$ cat config.mk
export PLATFORM = sky130hd
export DESIGN_NAME = tpc_top
export DESIGN_NICKNAME = d
export VERILOG_FILES = /design/src/hdl/tpc_pkg.sv /design/src/hdl/tpc_if.sv /design/src/hdl/tpc_xfer.sv /design/src/hdl/tpc_top.sv
export SDC_FILE = /design/constraint.sdc
export NUM_CORES = 1
export LEC_CHECK = 0
export ABC_AREA = 1
export BUFFER_PORTS_ARGS = -buffer_cell sky130_fd_sc_hd__clkbuf_2
export CORE_ASPECT_RATIO = 0.7
export CORE_MARGIN = 4
export CORE_UTILIZATION = 55
export CTS_BUF_LIST = sky130_fd_sc_hd__clkbuf_16
export DETAILED_ROUTE_END_ITERATION = 6
export PLACE_DENSITY = 0.84
export RECOVER_POWER = 50
export SLEW_MARGIN = 20
export SYNTH_ARGS = -nofsm -noshare
export SYNTH_HDL_FRONTEND = slang
export SYNTH_HIERARCHICAL = 1
export SYNTH_SLANG_ARGS = --single-unit
$ cat constraint.sdc
create_clock -name clk -period 2.7 [get_ports clk]
set_input_delay 0.135 -clock clk [delete_from_list [all_inputs] [get_ports clk]]
set_output_delay 0.135 -clock clk [all_outputs]
set_load 0.02 [all_outputs]
$ cat src/hdl/tpc_pkg.sv
`default_nettype none
package tpc_pkg;
  localparam int unsigned CNT_W = 8;
  localparam logic [7:0] CMP_RESET = 8'h00;
  localparam logic [7:0] CNT_RESET = 8'h00;
  // Count clocks a pending duty write must age before it may load
  localparam logic [1:0] LOAD_AGE = 2'h3;
  // Count clocks from strobe rise to slave transfer
  localparam logic [1:0] XFER_DELAY = 2'h2;
  localparam logic [1:0] MODE_PWM = 2'h2;
  localparam logic [1:0] MODE_CARRIER = 2'h1;

  typedef enum logic [2:0] {
    TPC_IDLE = 3'b001,
    TPC_MASK = 3'b010,
    TPC_RUN = 3'b100
  } tpc_state_t;
endpackage
`default_nettype wire

$ cat src/hdl/tpc_if.sv
`default_nettype none
interface tpc_if;
  logic tick;
  logic strobe_in;
  logic master;
  logic slave;
  modport ctrl (output tick, output strobe_in, output master, input slave);
  modport gate (input tick, input strobe_in, input master, output slave);
endinterface
`default_nettype wire

$ cat src/hdl/tpc_xfer.sv
`default_nettype none
// Frame strobe resync and master to slave enable transfer
module tpc_xfer (
  input wire logic clk,
  input wire logic rst_n,
  tpc_if.gate link
);
  logic sync_a;
  logic sync_b;
  logic strobe_d;
  logic [1:0] delay;

  always_ff @(posedge clk or negedge rst_n) begin
    if (!rst_n) begin
      sync_a <= 1'b0;
      sync_b <= 1'b0;
      strobe_d <= 1'b0;
    end else if (link.tick) begin
      sync_a <= link.strobe_in;
      sync_b <= sync_a;
      strobe_d <= sync_b;
    end
  end

  always_ff @(posedge clk or negedge rst_n) begin
    if (!rst_n) begin
      delay <= 2'h0;
      link.slave <= 1'b0;
    end else if (link.tick) begin
      if (sync_b && !strobe_d) begin
        delay <= 2'h1;
      end else if (delay != 2'h0) begin
        if (delay == tpc_pkg::XFER_DELAY) begin
          link.slave <= link.master;
          delay <= 2'h0;
        end else begin
          delay <= delay + 2'h1;
        end
      end
    end
  end
endmodule
`default_nettype wire

$ cat src/hdl/tpc_top.sv
// What this block does
// - Cycle match clears counter, raises irq, output active, compare duty next.
// - Duty match makes output inactive, compares cycle next; no clear, no irq.
// - PWM period is N+1 count clocks, active fraction (M+1)/(N+1).
// - First count clock after enable is masked; output inactive until match.
// - Clearing enable returns irq to default and output to inactive.
// - Duty write latched, loaded at old duty match if three clocks aged; loaded at once if not running.
// - Carrier: low compare sets low width, high compare the high width.
// - Remote/master 00,10 low; 01 high; 11 carrier, from frame edge.
// - Master enable is writable; slave enable gates output, read-only.
// - Frame irq resynced to count clock as internal transfer strobe.
// - Master copied to slave on second count clock after strobe rise.
// - Carrier mode drives the carrier pin, gated by frame cycles.
// - Carrier match: irq, clear, invert carrier, alternate low/high compare.
// - Slave clear while carrier high keeps output high until carrier falls.
// - Carrier period N+M+2 count clocks, high fraction (M+1)/(N+M+2).
`default_nettype none
module tpc_top #(
  parameter int unsigned CARRIER_CAPABLE = 1
) (
  input wire logic clk,
  input wire logic arst_n,
  input wire logic count_tick,
  input wire logic count_enable,
  input wire logic [1:0] timer_mode_reg,
  input wire logic default_level,
  input wire logic output_enable,
  input wire logic [7:0] cycle_compare,
  input wire logic [7:0] duty_compare,
  input wire logic duty_write,
  input wire logic remote_out_enable,
  input wire logic carrier_enable_master,
  input wire logic frame_timer_irq,
  output logic timer_out_pin,
  output logic timer_match_irq,
  output logic carrier_enable_slave,
  output logic [7:0] counter_value
);
  logic rst_s1;
  logic rst_n;
  tpc_pkg::tpc_state_t state;
  logic phase_duty;
  logic [7:0] duty_active;
  logic [7:0] duty_pending;
  logic pending;
  logic [1:0] age;
  logic carrier_clk;
  logic level_hi;
  logic carrier_mode;
  logic [7:0] cmp_sel;
  logic match;
  logic run;
  tpc_if link ();

  // Async assert, release through two flops
  always_ff @(posedge clk or negedge arst_n) begin
    if (!arst_n) begin
      rst_s1 <= 1'b0;
      rst_n <= 1'b0;
    end else begin
      rst_s1 <= 1'b1;
      rst_n <= rst_s1;
    end
  end

  // Carrier mode only where the channel supports it
  assign carrier_mode = (CARRIER_CAPABLE != 0)
    && (timer_mode_reg == tpc_pkg::MODE_CARRIER);
  assign run = (state == tpc_pkg::TPC_RUN);
  // Cycle or low value first, then the duty or high value
  assign cmp_sel = phase_duty ? duty_active : cycle_compare;
  assign match = run && count_tick && (counter_value == cmp_sel);

  assign link.tick = count_tick;
  assign link.strobe_in = frame_timer_irq;
  assign link.master = carrier_enable_master;

  tpc_xfer u_xfer (
    .clk(clk),
    .rst_n(rst_n),
    .link(link)
  );

  // Enable, one masked tick, then run
  always_ff @(posedge clk or negedge rst_n) begin
    if (!rst_n) begin
      state <= tpc_pkg::TPC_IDLE;
    end else begin
      case (state)
        tpc_pkg::TPC_IDLE: begin
          if (count_enable) begin
            state <= tpc_pkg::TPC_MASK;
          end
        end
        tpc_pkg::TPC_MASK: begin
          if (!count_enable) begin
            state <= tpc_pkg::TPC_IDLE;
          end else if (count_tick) begin
            state <= tpc_pkg::TPC_RUN;
          end
        end
        tpc_pkg::TPC_RUN: begin
          if (!count_enable) begin
            state <= tpc_pkg::TPC_IDLE;
          end
        end
        default: state <= tpc_pkg::TPC_IDLE;
      endcase
    end
  end

  // Clears on cycle match, or on every carrier match
  always_ff @(posedge clk or negedge rst_n) begin
    if (!rst_n) begin
      counter_value <= tpc_pkg::CNT_RESET;
    end else if (!count_enable || !run) begin
      counter_value <= tpc_pkg::CNT_RESET;
    end else if (count_tick) begin
      if (match && (carrier_mode || !phase_duty)) begin
        counter_value <= tpc_pkg::CNT_RESET;
      end else begin
        counter_value <= counter_value + 8'h01;
      end
    end
  end

  always_ff @(posedge clk or negedge rst_n) begin
    if (!rst_n) begin
      phase_duty <= 1'b0;
    end else if (!count_enable || !run) begin
      phase_duty <= 1'b0;
    end else if (match) begin
      phase_duty <= !phase_duty;
    end
  end

  // Irq pulse follows the match by one edge
  always_ff @(posedge clk or negedge rst_n) begin
    if (!rst_n) begin
      timer_match_irq <= 1'b0;
    end else if (!count_enable) begin
      timer_match_irq <= 1'b0;
    end else begin
      timer_match_irq <= match && (carrier_mode || !phase_duty);
    end
  end

  // Duty write staging; a write while not running loads at once
  always_ff @(posedge clk or negedge rst_n) begin
    if (!rst_n) begin
      duty_active <= tpc_pkg::CMP_RESET;
      duty_pending <= tpc_pkg::CMP_RESET;
      pending <= 1'b0;
      age <= 2'h0;
    end else if (duty_write) begin
      duty_pending <= duty_compare;
      pending <= 1'b1;
      age <= 2'h0;
      if (!run) begin
        duty_active <= duty_compare;
        pending <= 1'b0;
      end
    end else if (pending) begin
      if (match && phase_duty && age >= tpc_pkg::LOAD_AGE) begin
        duty_active <= duty_pending;
        pending <= 1'b0;
      end else if (count_tick && age != tpc_pkg::LOAD_AGE) begin
        age <= age + 2'h1;
      end
    end
  end

  // Slave gates carrier rises; a started high width always ends
  always_ff @(posedge clk or negedge rst_n) begin
    if (!rst_n) begin
      carrier_clk <= 1'b0;
      level_hi <= 1'b0;
    end else if (!count_enable) begin
      carrier_clk <= 1'b0;
      level_hi <= 1'b0;
    end else if (carrier_mode) begin
      if (match) begin
        carrier_clk <= !carrier_clk;
      end
      if (!remote_out_enable) begin
        level_hi <= link.slave;
      end else if (link.slave && match && !carrier_clk) begin
        level_hi <= 1'b1;
      end else if (match && carrier_clk) begin
        level_hi <= 1'b0;
      end
    end else if (match) begin
      level_hi <= !phase_duty;
    end
  end

  // Registered pin and slave copy for read back
  always_ff @(posedge clk or negedge rst_n) begin
    if (!rst_n) begin
      timer_out_pin <= 1'b0;
      carrier_enable_slave <= 1'b0;
    end else begin
      carrier_enable_slave <= link.slave;
      if (!output_enable) begin
        timer_out_pin <= 1'b0;
      end else if (carrier_mode) begin
        timer_out_pin <= level_hi;
      end else begin
        timer_out_pin <= level_hi ^ default_level;
      end
    end
  end
endmodule
`default_nettype wire

==> run metrics <==
drt first-iter violations=between 100 and 150; unrepaired setup endpoints after global routing=no; Gate power share=13.7%; number of buffers created by CTS=5; worst min-delay path class=input port to flop; Setup-failing EPs final=0; largest net degree at the start of global routing=25; register-to-register setup slack=approximately 0.63 ns; total grt overflow=0; Die X=~85 um; Post-DP HPWL=3670 um; Fillers=353; initial core utilization=57.5%; Yosys top cell area share=47.4%; Synth Cell Area=~2300 um^2; VDD IR-drop max=489 uV; sequential share of power=about half; power per cell area=599 nW/um^2; Post CTS Setup Buffer Count=0; Final period util=between 70% and 80%; max-cap viol count=0; Area growth syn-to-layout=14.8%; routability congestion estimate=0.843; vias in the first global route=1,866; via/cell ratio=5.24; core area=3950 um^2; initial antenna violation count=0; PortBufs=38; Critical Path Start Type=flop; Crit-path slowest cell=dfrtp_1; slew margin rel.=12.4%; WS Path Type=flop to flop; H-tree levels=2; clk buf depth=2; sw power=slightly above 400 uW; routed via count=2,002; P_int=1150 uW; CTS resizes=0; NumNets Final=359; Clk network pwr share=between 30% and 40%; Layout Utilization=66.0%; placed insts=373; worst-path cell chain=inv_2 > nand2_1 > nand2_1 > nand2_1 > nand2_1 > nor2_1 > nand2_1 > nor2_4 > nand4_2 > nand2_4 > nand2_4 > nand2_1 > nand2_1; CTS tree=yes; Distinct cells, synth=32; Slew Viols, Final=0; synth warn=6; die height=61.8 um; Syn Nets=317; Required @ worst endpoint=between 2 and 3 ns; switching share of power=26.4%; CP arrival=2.25 ns; Most common cell on crit path=nand2_1; Worst Setup End Kind=flop; Hold Fails Final Rpt=0; worst stage delay on the critical path=a little under 0.6 ns; Final Skew=0.00387 ns; Pre-Repair DR Iteration Count=4; Clock transition at path regs=about 0.060 ns; final hold slack=0.0527 ns; I/O Pins=39; layout cell share with drive strength beyond 1=~16%; Seq. cell area=1100 um^2; Synth area leader=dfrtp_1; Seq cells post-synth=44; Slew @ Worst Pin=1.31 ns; first-pass GRT wire length=8190 um; Residual DRC=0; antenna viol nets, final=0; row count=19; Lkg Pwr=approximately 0.0014 uW; area occupied by multi-input gates=998 um^2; Non-Filler Instances=around 380; top post-synthesis cells by area=dfrtp_1, nand2_1, nand3_1; Avg Cell Area, Syn=~7.9 um^2; drt total wl=5080 um; cts hold-fix bufs=1; Critical Path Fanout Max=13; top cell family by delay on the critical path=simple AND/OR/NAND/NOR gates; FMAX=just under 500 MHz; die area=5240 um^2; Avg WL per Cell=~13 um; Tmin final=2.07 ns; n_diodes=0; Total GRT Usage=20.0%; buffer and inverter count on the worst path=1; outcome=finished, final reports clean; final setup TNS=0 ns; Root Buffer=clkbuf_16; clk sinks=44; Clk Latency, worst-skew pair=0.28 ns; Seq/Total Area, Yosys=about half; Mapped Cells=287
-- cell usage after synthesis --
library cell,n
nand2_1,107
dfrtp_1,43
inv_1,27
nand3_1,22
nor2_1,22
a21oi_1,9
nor3_1,6
o21ai_0,6
nand2_4,5
xor2_1,5
inv_2,3
nor2_2,3
nor2_4,3
buf_6,2
clkbuf_1,2
ha_1,2
nand2_2,2
nand3_2,2
o21a_1,2
o31ai_1,2
a31o_2,1
buf_4,1
conb_1,1
dfstp_2,1
nand3b_1,1
nand4_1,1
nand4_2,1
o21ai_1,1
o21ai_4,1
o22ai_1,1
or2_0,1
or2_2,1
-- worst reg2reg max path, cell delays in order, from the launching register on --
cell and delay [ns]:
dfrtp_1 0.58, inv_2 0.20, nand2_1 0.15, nand2_1 0.07, nand2_1 0.06, nand2_1 0.05
nor2_1 0.14, nand2_1 0.11, nor2_4 0.11, nand4_2 0.10, nand2_4 0.16, nand2_4 0.10
nand2_1 0.09, nand2_1 0.05
-- stage by stage --
step / cell area (um^2) / power [uW] / worst slack [ns]
after detailed placement: 2510 / 1010 / 0.707
after global placement: 2510 / 1000 / 0.847
after global routing: 2610 / 1630 / 0.340
after floorplan: 2270 / 940 / 1.14
after CTS: 2660 / 1580 / 0.637
final: 2610 / 1560 / 0.626
-- final cells by class --
cell class,instances,area share (%)
sequential,44,42.3
multi-input combinational,208,38.3
timing repair buffer,40,7.30
clock buffer,5,4.80
inverter,30,4.32
tap,52,2.50
clock inverter,3,0.480
-- layer usage --
metal  routed length, um  GRT usage [%]  share of wire [%]
met1                2390           26.6                 47
met2                2340           32.8                 46
met3                 260           4.87                5.1
met4                  89           7.67                1.8
met5                   0              0                  0
-- power groups by stage --
| stage | logic, uW | clock network [uW] | registers (uW) |
|---|---|---|---|
| finish | 213 | 563 | 785 |
| global route | 245 | 593 | 792 |
| CTS | 226 | 571 | 785 |
| detailed placement | 220 | 0 | 795 |
| global placement | 209 | 0 | 793 |
| floorplan | 141 | 0 | 799 |
-- flip-flops by register name, summed over array words and instances, names as in the netlist, 2 cells and up --
name,cells
state,3
u_xfer/delay,2
duty_pending,8
counter_value,8
age,2
duty_active,8
-- placed cells by master, fill, tap and decap left out, types with 2 or more instances in the layout --
cell type | synthesis | final
a21oi_1 | 9 | 9
dfrtp_1 | 43 | 43
nand2_4 | 5 | 3
xor2_1 | 5 | 5
inv_1 | 27 | 29
nand2_2 | 2 | 2
inv_2 | 3 | 3
clkbuf_2 | 0 | 27
o21a_1 | 2 | 2
ha_1 | 2 | 2
nor3_1 | 6 | 6
clkbuf_1 | 2 | 12
nor2_1 | 22 | 22
o21ai_0 | 6 | 6
o31ai_1 | 2 | 2
nand2_1 | 107 | 109
nand3_1 | 22 | 23
nor2_2 | 3 | 3
nor2_4 | 3 | 3
clkbuf_16 | 0 | 5
-- final timing paths --
path | startpoint | end | depth (start not counted)
worst max register to register | phase_duty$_DFFE_PN0P_ | duty_active[2]$_DFFE_PN0P_ | 13
max in group asynchronous | rst_n$_DFF_PN0_ | timer_match_irq$_DFF_PN0_ | 1
worst min-delay path | output_enable | timer_out_pin$_DFF_PN0_ | 3
worst max-delay path | phase_duty$_DFFE_PN0P_ | duty_active[2]$_DFFE_PN0P_ | 13
min in group asynchronous | arst_n | rst_s1$_DFF_PN0_ | 2
worst min register to register | rst_n$_DFF_PN0_ | counter_value[4]$_DFFE_PN0P_ | 0
-- cells by family after synthesis --
logic type	after synthesis	synth area share, %
buf+inv	35	6.61
compound gates	23	6.23
simple gates	177	35.4
other cells	1	0.165
fa+ha+maj	2	1.10
flops	44	48.5
xor+xnor	5	1.93
No activity file was read; power rests on OpenSTA's default activity.
